--- src/design/shc_cfg.svh ---
// Purpose: Constants for the hidden-clock SRAM host controller.
// Assumes: 25 MHz mclk, 40 ns period.
// Notes: Times in ns; cycle counts derived from them.
`ifndef SHC_CFG_SVH
`define SHC_CFG_SVH
`define SHC_CLK_NS 40
`define SHC_ADDR_W 21
`define SHC_DATA_W 8
`define SHC_ACCESS_NS 150
`define SHC_ACCESS_CYC ((`SHC_ACCESS_NS + `SHC_CLK_NS - 1) / `SHC_CLK_NS)
`define SHC_WP_NS 100
`define SHC_WP_CYC ((`SHC_WP_NS + `SHC_CLK_NS - 1) / `SHC_CLK_NS)
`define SHC_WREC_NS 20
`define SHC_WREC_CYC ((`SHC_WREC_NS + `SHC_CLK_NS - 1) / `SHC_CLK_NS)
`define SHC_ODW_NS 70
`define SHC_ODW_CYC ((`SHC_ODW_NS + `SHC_CLK_NS - 1) / `SHC_CLK_NS)
`define SHC_UNLOCK_LIMIT 21'h07ffff
`define SHC_PAT_BITS 64
`define SHC_XFER_BITS 64
`define SHC_REG_BITS 8
`define SHC_DAY_REG 4
`define SHC_OSC_STOP_BIT 5
`define SHC_HOUR_REG 3
`define SHC_HOUR_12H_BIT 7
`define SHC_HOUR_PM_BIT 5
`endif

--- src/design/shc_pkg.sv ---
// Purpose: Types for the hidden-clock SRAM host controller.
// Assumes: Constants come from shc_cfg.svh.
// Notes: Pins toward the memory travel as one struct; read data comes back as a plain byte.
`include "shc_cfg.svh"
package shc_pkg;
  // Bus cycle kinds the sequencer can run.
  typedef enum logic [1:0] {
    SHC_OP_READ = 2'b00,
    SHC_OP_WRITE = 2'b01,
    SHC_OP_IDLE = 2'b10
  } shc_op_t;
  // Pins driven toward the memory.
  typedef struct packed {
    logic [`SHC_ADDR_W-1:0] addr;
    logic ce_n;
    logic oe_n;
    logic we_n;
    logic [`SHC_DATA_W-1:0] dq_out;
    logic dq_oe;
  } shc_pins_t;
endpackage : shc_pkg

--- src/design/shc_cycle.sv ---
// Purpose: Runs one timed read or write cycle on the memory pins.
// Assumes: Memory inputs are synchronised by the caller's clock domain.
// Notes: One cycle at a time; done pulses for one clock.
`timescale 1ns/10ps
`default_nettype none
`include "shc_cfg.svh"
module shc_cycle (
  // Clock and reset.
  input wire logic mclk,
  input wire logic srst,
  // Request side.
  input wire logic start,
  input wire shc_pkg::shc_op_t op,
  input wire logic [`SHC_ADDR_W-1:0] addr,
  input wire logic [`SHC_DATA_W-1:0] wdata,
  output logic busy,
  output logic done,
  output logic [`SHC_DATA_W-1:0] rdata,
  // Memory side.
  output shc_pkg::shc_pins_t pins,
  input wire logic [`SHC_DATA_W-1:0] dq_in_sync
);
  import shc_pkg::*;
  typedef enum logic [1:0] {
    CY_IDLE = 2'b00,
    CY_ACT = 2'b01,
    CY_REC = 2'b10
  } shc_cy_t;
  localparam int ACC_CYC = `SHC_ACCESS_CYC + 2;  // Two extra for the input synchroniser.
  shc_cy_t state_ff;  // Cycle phase.
  logic [3:0] cnt_ff;  // Phase timer.
  shc_op_t op_ff;  // Latched operation.
  // Phase sequencer; recovery with all strobes high follows every cycle.
  always_ff @(posedge mclk) begin
    if (srst) begin
      state_ff <= CY_IDLE;
      cnt_ff <= 4'h0;
      op_ff <= SHC_OP_IDLE;
      pins <= '{addr: '0, ce_n: 1'b1, oe_n: 1'b1, we_n: 1'b1, dq_out: '0, dq_oe: 1'b0};
      rdata <= '0;
    end else begin
      unique case (state_ff)
        CY_IDLE: begin
          if (start && op != SHC_OP_IDLE) begin
            op_ff <= op;
            // Address settles with strobes and stays for the whole cycle.
            pins.addr <= addr;
            pins.ce_n <= 1'b0;
            // Output enable stays high on writes so nobody fights the bus.
            pins.oe_n <= (op == SHC_OP_WRITE);
            pins.we_n <= (op != SHC_OP_WRITE);
            pins.dq_out <= wdata;
            pins.dq_oe <= (op == SHC_OP_WRITE);
            cnt_ff <= (op == SHC_OP_WRITE) ? 4'(`SHC_WP_CYC) : 4'(ACC_CYC);
            state_ff <= CY_ACT;
          end
        end
        CY_ACT: begin
          if (cnt_ff == 4'h1) begin
            if (op_ff == SHC_OP_READ) begin
              rdata <= dq_in_sync;
            end
            pins.ce_n <= 1'b1;
            pins.oe_n <= 1'b1;
            pins.we_n <= 1'b1;
            cnt_ff <= 4'(`SHC_WREC_CYC);
            state_ff <= CY_REC;
          end else begin
            cnt_ff <= cnt_ff - 4'h1;
          end
        end
        CY_REC: begin
          // Hold strobes high before the next cycle; drop data drive.
          pins.dq_oe <= 1'b0;
          if (cnt_ff == 4'h1) begin
            state_ff <= CY_IDLE;
          end else begin
            cnt_ff <= cnt_ff - 4'h1;
          end
        end
        default: state_ff <= CY_IDLE;
      endcase
    end
  end
  assign busy = (state_ff != CY_IDLE);
  assign done = (state_ff == CY_REC) && (cnt_ff == 4'h1);
  // Write enable stays high through the recovery clock and the idle step after it.
  // Two samples cover the single recovery clock with a clock to spare.
  a_write_recovery: assert property (@(posedge mclk) disable iff (srst)
    $rose(pins.we_n) |-> pins.we_n [*2])
    else $error("write enable recovery too short");
  // Output enable never falls while a write strobe is low.
  a_no_contention: assert property (@(posedge mclk) disable iff (srst)
    !pins.we_n |-> pins.oe_n)
    else $error("output enable low during write");
  // The address does not move while a write strobe stays low.
  a_addr_stable: assert property (@(posedge mclk) disable iff (srst)
    (!pins.we_n && !$past(pins.we_n)) |-> $stable(pins.addr))
    else $error("address moved during write");
endmodule : shc_cycle
`default_nettype wire

--- src/design/shc_host.sv ---
// Purpose: Host controller that reads and sets the clock hidden behind a byte-wide NV SRAM.
// Assumes: One memory on dedicated pins; power-fail flag comes in as a pin.
// Notes: Runs read-reset, 64 pattern writes, then 64 serial transfer cycles.
// Notes on behaviour
// - Host holds address through each write.
// - Host keeps WE high for recovery time.
// - Host keeps OE high while writing.
// - Sixty-four pattern writes on bit 0 unlock.
// - Unlock starts with a read cycle.
// - Unlock writes go below 80000h.
// - Unlock writes land on one scratch byte.
// - Eight 8-bit registers, whole bytes only.
`timescale 1ns/10ps
`default_nettype none
`include "shc_cfg.svh"
module shc_host #(
  parameter logic [63:0] UNLOCK_PATTERN = 64'h5ca3_3ac5_5ca3_3ac5,  // Plain default; set per part.
  parameter logic [20:0] SCRATCH_ADDR = 21'h000000,  // Scratch byte for unlock writes.
  parameter int PAT_BITS = `SHC_PAT_BITS
) (
  // Clock and reset.
  input wire logic mclk,
  input wire logic srst,
  // User command side.
  input wire logic cmd_valid,
  input wire logic cmd_write,
  input wire logic [63:0] cmd_wdata,
  output logic cmd_ready,
  output logic rd_valid,
  output logic [63:0] rd_data,
  output logic pf_abort,
  // Memory pins.
  output logic [`SHC_ADDR_W-1:0] mem_addr,
  output logic mem_ce_n,
  output logic mem_oe_n,
  output logic mem_we_n,
  output logic [`SHC_DATA_W-1:0] dq_out,
  output logic dq_oe,
  input wire logic [`SHC_DATA_W-1:0] dq_in,
  input wire logic power_fail_n
);
  import shc_pkg::*;
  // Elaboration refuses settings that the sequencer cannot serve.
  if (PAT_BITS != 64) begin : g_bad_pat_len
    $error("pattern length must be 64");
  end
  // A scratch byte above the unlock region would never open the clock.
  if (SCRATCH_ADDR > `SHC_UNLOCK_LIMIT) begin : g_bad_scratch
    $error("scratch byte must lie below 80000h");
  end
  typedef enum logic [2:0] {
    ST_IDLE = 3'b000,
    ST_RESYNC = 3'b001,
    ST_PATTERN = 3'b010,
    ST_XFER = 3'b011,
    ST_WAIT = 3'b100
  } shc_st_t;
  shc_st_t state_ff;  // Sequence phase.
  shc_st_t after_ff;  // Phase that launched the running cycle.
  logic [6:0] idx_ff;  // Bit index within pattern or transfer.
  logic write_ff;  // Current command is a clock update.
  logic [63:0] shift_ff;  // Transfer shift register, register 0 bit 0 first.
  logic [63:0] rd_ff;  // Bits gathered on reads.
  logic rd_valid_ff;  // One-cycle read result strobe.
  logic abort_ff;  // One-cycle power-fail abort strobe.
  logic [`SHC_DATA_W-1:0] dq_s1_ff;  // Synchroniser first stage.
  logic [`SHC_DATA_W-1:0] dq_s2_ff;  // Synchroniser second stage.
  logic pf_s1_ff;  // Power-fail first stage.
  logic pf_s2_ff;  // Power-fail second stage.
  logic cy_start;  // Launch one bus cycle.
  shc_op_t cy_op;  // Kind of that cycle.
  logic [`SHC_ADDR_W-1:0] cy_addr;  // Its address.
  logic [`SHC_DATA_W-1:0] cy_wdata;  // Its write data.
  logic cy_busy;  // Cycle in flight.
  logic cy_done;  // Cycle finished.
  logic [`SHC_DATA_W-1:0] cy_rdata;  // Sampled read byte.
  shc_pins_t pins;  // Pin bundle from the cycle engine.
  // Pin inputs come from another device's timing, so two stages each.
  always_ff @(posedge mclk) begin
    dq_s1_ff <= dq_in;
    dq_s2_ff <= dq_s1_ff;
    pf_s1_ff <= power_fail_n;
    pf_s2_ff <= pf_s1_ff;
  end
  // The cycle engine owns pin timing so this file only decides what to run.
  shc_cycle u_cycle (
    .mclk(mclk),
    .srst(srst),
    .start(cy_start),
    .op(cy_op),
    .addr(cy_addr),
    .wdata(cy_wdata),
    .busy(cy_busy),
    .done(cy_done),
    .rdata(cy_rdata),
    .pins(pins),
    .dq_in_sync(dq_s2_ff)
  );
  // Read sets WE high and CE low; writes drop both, so write spans both lows.
  assign mem_addr = pins.addr;
  assign mem_ce_n = pins.ce_n;
  assign mem_oe_n = pins.oe_n;
  assign mem_we_n = pins.we_n;
  assign dq_out = pins.dq_out;
  assign dq_oe = pins.dq_oe;
  // A new cycle starts only in a phase that needs one and while power is good.
  always_comb begin
    cy_start = 1'b0;
    cy_op = SHC_OP_IDLE;
    cy_addr = SCRATCH_ADDR;
    cy_wdata = '0;
    if (!cy_busy && pf_s2_ff) begin
      unique case (state_ff)
        ST_RESYNC: begin
          cy_start = 1'b1;
          cy_op = SHC_OP_READ;
        end
        ST_PATTERN: begin
          cy_start = 1'b1;
          cy_op = SHC_OP_WRITE;
          cy_wdata = {7'h00, UNLOCK_PATTERN[idx_ff[5:0]]};
        end
        ST_XFER: begin
          cy_start = 1'b1;
          cy_op = write_ff ? SHC_OP_WRITE : SHC_OP_READ;
          cy_wdata = {7'h00, shift_ff[0]};
        end
        ST_IDLE, ST_WAIT: begin
          cy_start = 1'b0;
        end
      endcase
    end
  end
  // Sequence control: read to reset pointer, 64 pattern bits, 64 transfer bits.
  always_ff @(posedge mclk) begin
    if (srst) begin
      state_ff <= ST_IDLE;
      after_ff <= ST_IDLE;
      idx_ff <= 7'h00;
      write_ff <= 1'b0;
      shift_ff <= '0;
      rd_ff <= '0;
      rd_valid_ff <= 1'b0;
      abort_ff <= 1'b0;
    end else begin
      rd_valid_ff <= 1'b0;
      abort_ff <= 1'b0;
      if (!pf_s2_ff && state_ff != ST_IDLE && !cy_busy) begin
        // Power lost mid-sequence: the device dropped state, so do we.
        state_ff <= ST_IDLE;
        abort_ff <= 1'b1;
      end else begin
        unique case (state_ff)
          ST_IDLE: begin
            if (cmd_valid && pf_s2_ff) begin
              write_ff <= cmd_write;
              shift_ff <= cmd_wdata;
              state_ff <= ST_RESYNC;
            end
          end
          ST_RESYNC, ST_PATTERN, ST_XFER: begin
            if (cy_start) begin
              after_ff <= state_ff;
              state_ff <= ST_WAIT;
            end
          end
          ST_WAIT: begin
            if (cy_done) begin
              unique case (after_ff)
                ST_RESYNC: begin
                  idx_ff <= 7'h00;
                  state_ff <= ST_PATTERN;
                end
                ST_PATTERN: begin
                  if (idx_ff == 7'(PAT_BITS - 1)) begin
                    idx_ff <= 7'h00;
                    state_ff <= ST_XFER;
                  end else begin
                    idx_ff <= idx_ff + 7'h01;
                    state_ff <= ST_PATTERN;
                  end
                end
                default: begin
                  shift_ff <= {1'b0, shift_ff[63:1]};
                  rd_ff <= {cy_rdata[0], rd_ff[63:1]};
                  if (idx_ff == 7'(`SHC_XFER_BITS - 1)) begin
                    idx_ff <= 7'h00;
                    rd_valid_ff <= ~write_ff;
                    state_ff <= ST_IDLE;
                  end else begin
                    idx_ff <= idx_ff + 7'h01;
                    state_ff <= ST_XFER;
                  end
                end
              endcase
            end
          end
          default: state_ff <= ST_IDLE;
        endcase
      end
    end
  end
  // Result word goes out from flip-flops once all 64 bits are in.
  always_ff @(posedge mclk) begin
    if (srst) begin
      rd_data <= '0;
    end else if (state_ff == ST_WAIT && cy_done && after_ff == ST_XFER
                 && idx_ff == 7'(`SHC_XFER_BITS - 1)) begin
      rd_data <= {cy_rdata[0], rd_ff[63:1]};
    end
  end
  assign cmd_ready = (state_ff == ST_IDLE) && pf_s2_ff;
  assign rd_valid = rd_valid_ff;
  assign pf_abort = abort_ff;
  // Every strobe the host lowers stays inside the unlock region.
  a_unlock_low: assert property (@(posedge mclk) disable iff (srst)
    !mem_ce_n |-> mem_addr <= `SHC_UNLOCK_LIMIT)
    else $error("access outside scratch region");
  // Checked on the pins, so a broken data path cannot hide behind the request.
  a_pattern_bit: assert property (@(posedge mclk) disable iff (srst)
    (state_ff == ST_WAIT && after_ff == ST_PATTERN && !mem_we_n)
      |-> dq_out[0] == UNLOCK_PATTERN[idx_ff[5:0]])
    else $error("pattern bit out of order");
  // A new sequence opens with a read cycle.
  a_start_read: assert property (@(posedge mclk) disable iff (srst)
    (state_ff == ST_IDLE ##1 state_ff == ST_RESYNC) |-> ##[0:3] (cy_start && cy_op == SHC_OP_READ))
    else $error("sequence did not open with a read");
  // With power reported low no new strobe may fall on the pins.
  a_power_gate: assert property (@(posedge mclk) disable iff (srst)
    (!pf_s2_ff && mem_ce_n) |=> mem_ce_n)
    else $error("cycle launched under power fail");
  // The last transfer bit hands the bus back to plain memory use.
  a_xfer_end: assert property (@(posedge mclk) disable iff (srst)
    (state_ff == ST_WAIT && after_ff == ST_XFER && cy_done && idx_ff == 7'd63)
      |=> state_ff == ST_IDLE)
    else $error("transfer did not end after 64 bits");
endmodule : shc_host
`default_nettype wire

--- config.mk ---
export PLATFORM = sky130hd
export DESIGN_NAME = shc_host
export DESIGN_NICKNAME = d
export VERILOG_FILES = /design/src/design/shc_pkg.sv /design/src/design/shc_cycle.sv /design/src/design/shc_host.sv
export VERILOG_INCLUDE_DIRS = /design/src /design/src/design
export SDC_FILE = /design/constraint.sdc
export NUM_CORES = 1
export LEC_CHECK = 0
export ABC_AREA = 1
export BUFFER_PORTS_ARGS = -buffer_cell sky130_fd_sc_hd__buf_2
export CORE_ASPECT_RATIO = 1.25
export CORE_MARGIN = 2
export CORE_UTILIZATION = 30
export CTS_CLUSTER_DIAMETER = 120
export DETAILED_ROUTE_END_ITERATION = 8
export PLACE_DENSITY_LB_ADDON = 0.3
export SLEW_MARGIN = 5
export SYNTH_ARGS = -nofsm -noshare
export SYNTH_HDL_FRONTEND = slang
export SYNTH_SLANG_ARGS = --single-unit
--- constraint.sdc ---
create_clock -name mclk -period 2.5 [get_ports mclk]
set_clock_uncertainty 0.05 [all_clocks]
set_input_delay 0.625 -clock mclk [delete_from_list [all_inputs] [get_ports mclk]]
set_output_delay 0.625 -clock mclk [all_outputs]
set_load 0.005 [all_outputs]
==> metrics.md <==
| Metric | Value |
|---|---|
| CP Cell Sequence | `inv_1, ha_1, inv_1, nor2_2, nand2_4, inv_2, a21oi_1, nand2_2, inv_4, buf_12, o21ai_1, a31oi_1` |
| Number of vias per cell | `approximately 4.5` |
| Pwr dens | `769 mW/mm^2` |
| FMAX | `462 MHz` |
| Layout cells sized above 1 | `16.4%` |
| First-pass GRT wire length | `between 30,000 and 40,000 um` |
| EDFF count, synth | `0` |
| # IOs | `approximately 180` |
| Drt total wl | `19,300 um` |
| Final setup fails | `0` |
| VDD IR max | `0.388 mV` |
| Antenna-violating nets left | `0` |
| Cell Area, Synth | `between 0.009 and 0.01 mm^2` |
| Synthesis-to-layout area growth | `19.1%` |
| Top cells by area, synth | `dfxtp_1 49%, a21oi_1 8.1%, nand2_1 7.8%` |
| Nets | `1,397` |
| Final Max Slew Viols | `0` |
| Post-CTS Setup Bufs | `0` |
| Critical R2R Capture | `shift_ff[43]` |
| Hold path start | `power_fail_n` |
| Worst path depth | `12` |
| Worst reg-to-reg path cell count | `12` |
| CTS tree | `yes` |
| Status | `finished clean` |
| Simple-Gate Fraction of Synth Area | `12.0%` |
| Synth unique cells | `31` |
| Synth Area in Compound Gates | `24.4%` |
| Post_cts resized | `0` |
| # clock sinks | `226` |
| Final hold vios | `0` |
| WL/cell | `11.1 um` |
| Max-Cap Viols | `0` |
| Slowest cell on the critical path | `dfxtp_1` |
| Total gr overflow | `0` |
| Slew @ Worst Pin | `around 0.63 ns` |
| Leak | `4.54 nW` |
| Max-slew headroom | `57.7%` |
| Asr flop ratio synth | `0%` |
| Arr. time, crit path | `around 2.6 ns` |
| Root Buffer | `clkbuf_16` |
| Core box area | `0.0302 mm^2` |
| Initial Utilization | `between 30% and 40%` |
| Count leader, synth | `dfxtp_1` |
| #FFs+latches synth | `226` |
| Syn_area_per_cell | `7.68 um^2` |
| CP Buf/Inv Count | `5` |
| Top_reg_cell synth | `dfxtp_1` |
| Setup TNS | `0 ns` |
| Largest net degree at the start of global routing | `96` |
| Cells after Synth | `1,205` |
| Clk buf depth | `3` |
| Sequential fraction of the synthesis area | `48.9%` |
| HP Class | `primary input to register` |
| Synth Area in Adders | `around 1.1%` |
| Post-synth top cells | `226 x dfxtp_1, 192 x nand2_1, 167 x inv_1` |
| Die H | `200 um` |
| Hpwl dp | `12,900 um` |
| Via count | `7,739` |
| Worst r2r src | `u_cycle.state_ff[0]` |
| Crit path max fanout | `68` |
| DIE AREA | `roughly 0.032 mm^2` |
| Hold_buf cts | `0` |
| CTS Buf Count | `24` |
| Worst path required time | `2.89 ns` |
| H-tree depth | `1` |
| Fin crit share | `~87%` |
| Mux share of post-synthesis cell area | `0%` |
| Detailed Route Iter0 Violations | `around 380` |
| 1st-pass router iterations | `4` |
| Die W | `approximately 160 um` |
| Post-Synth XOR/XNOR Area | `0.0946%` |
| Hold depth | `1` |
| YS warnings | `0` |
| Synth top area share | `roughly half` |
| Clock slew at reported path FFs | `roughly 0.06 ns` |
| # diodes | `0` |
| Post-layout instance area | `approximately 0.011 mm^2` |
| CP max stage delay | `0.38 ns` |
| Yosys top cell by area | `dfxtp_1` |
| CP startpoint kind | `register` |
| Initial antenna violation count | `0` |
| Total GRT Usage | `11.8%` |
| Crit path time final | `approximately 2.2 ns` |
| Clk Latency, worst-skew pair | `0.53 ns` |
| Buffers on Ports | `141` |
| Crit. End Element | `register` |
| R2R Setup Slk | `0.33 ns` |
| Vias in the first global route | `~7,000` |
| Placed cell area | `between 0.01 and 0.015 mm^2` |
| Critical path class | `register to register` |
| Hold endpoint | `pf_s1_ff` |
| Post-route DRC | `0` |
| CP most frequent cell | `inv_1` |
| Largest family of logic cells by synthesized area | `compound AO/OA/AOI/OAI gates` |
| Hold slack | `0.144 ns` |
| # rows | `71` |
| Unrepaired setup endpoints after global routing | `no` |
| RD Place Congestion | `0.796` |
| Cell family with most CP delay | `buffers and inverters` |
[flip-flops by register name (all words and copies together), names as in the netlist, named ones only]
name / flops
u_cycle.op_ff: 2
u_cycle.pins: 5
pf_s1_ff: 1
dq_s1_ff: 1
u_cycle.cnt_ff: 4
state_ff: 3
shift_ff: 64
pf_s2_ff: 1
after_ff: 3
u_cycle.rdata: 1
rd_valid: 1
rd_data: 64
write_ff: 1
idx_ff: 7
rd_ff: 63
dq_s2_ff: 1
u_cycle.state_ff: 2
pf_abort: 1
[worst max-delay path by stage]
| stage | startpoint | to | slack, ns |
|---|---|---|---|
| after floorplan | u_cycle.state_ff[0] | shift_ff[30] | 0.73 |
| after global placement | u_cycle.state_ff[0] | shift_ff[42] | 0.42 |
| after detailed placement | u_cycle.state_ff[0] | shift_ff[37] | 0.37 |
| after CTS | u_cycle.state_ff[0] | shift_ff[43] | 0.34 |
| after global routing | u_cycle.state_ff[0] | shift_ff[43] | 0.13 |
| final | u_cycle.state_ff[0] | shift_ff[43] | 0.33 |
[layout make-up]
type                       instances  area (um^2)
clock buffer                      35          693
clock inverter                     6         85.1
fill                            3164        19200
inverter                         174          658
multi-input combinational        726         3590
sequential                       226         4520
tap                              401          502
timing repair buffer             160          973
[cell families (layout without fill, tap and decap cells)]
| kind of cell | count (synthesis) | count (layout) |
|---|---|---|
| AO/OA/AOI/OAI | 430 | 430 |
| adder cells (fa/ha/maj) | 8 | 8 |
| AND/OR/NAND/NOR | 259 | 259 |
| buffers and inverters | 280 | 375 |
| XOR/XNOR | 1 | 1 |
| flip-flops | 226 | 226 |
| other | 1 | 28 |
[layout by cell type (no fill, tap or decap), types with 3 or more instances in the layout]
cell       instances
nand2_1          192
nand2_4            3
nand3_1           26
a21oi_1          150
buf_12            10
o21ai_1           64
o21ai_0          143
ha_1               8
buf_2            141
a31oi_1           65
clkbuf_1           7
buf_4              9
inv_2              6
nor2_2             3
o211ai_1           6
inv_1            166
dfxtp_1          226
clkbuf_16         25
clkbuf_8           3
nor2_1            18
conb_1            28
nand2_2            3
[where the power goes]
| part | switching [mW] | internal [mW] | leakage, nW | total (mW) |
|---|---|---|---|---|
| combinational | 0.648 | 0.378 | 2.33 | 1.03 |
| clock | 1.43 | 2.12 | 0.374 | 3.55 |
| sequential | 0.114 | 3.79 | 1.83 | 3.90 |
| total | 2.19 | 6.29 | 4.54 | 8.48 |
[per-layer routing]
layer / global-route usage (%) / share of wire [%]
met1: 14.5 / 46
met2: 20.4 / 47
met3: 2.25 / 5.0
met4: 4.72 / 2.5
met5: 0 / 0
[per-stage QoR]
| step | total power [mW] | utilization (%) | setup slack [ns] | std cells |
|---|---|---|---|---|
| 3_3_place_gp | 5.00 | 33.9 | 0.419 | 1687 |
| 2_1_floorplan | 4.78 | - | 0.725 | 1232 |
| 5_1_grt | 8.94 | 36.5 | 0.130 | 1728 |
| 3_5_place_dp | 5.01 | 33.9 | 0.374 | 1687 |
| 6_report | 8.48 | 36.5 | 0.335 | 1728 |
| 4_1_cts | 8.61 | 36.5 | 0.337 | 1728 |
Note: power is estimated with default switching activity, not from simulation.
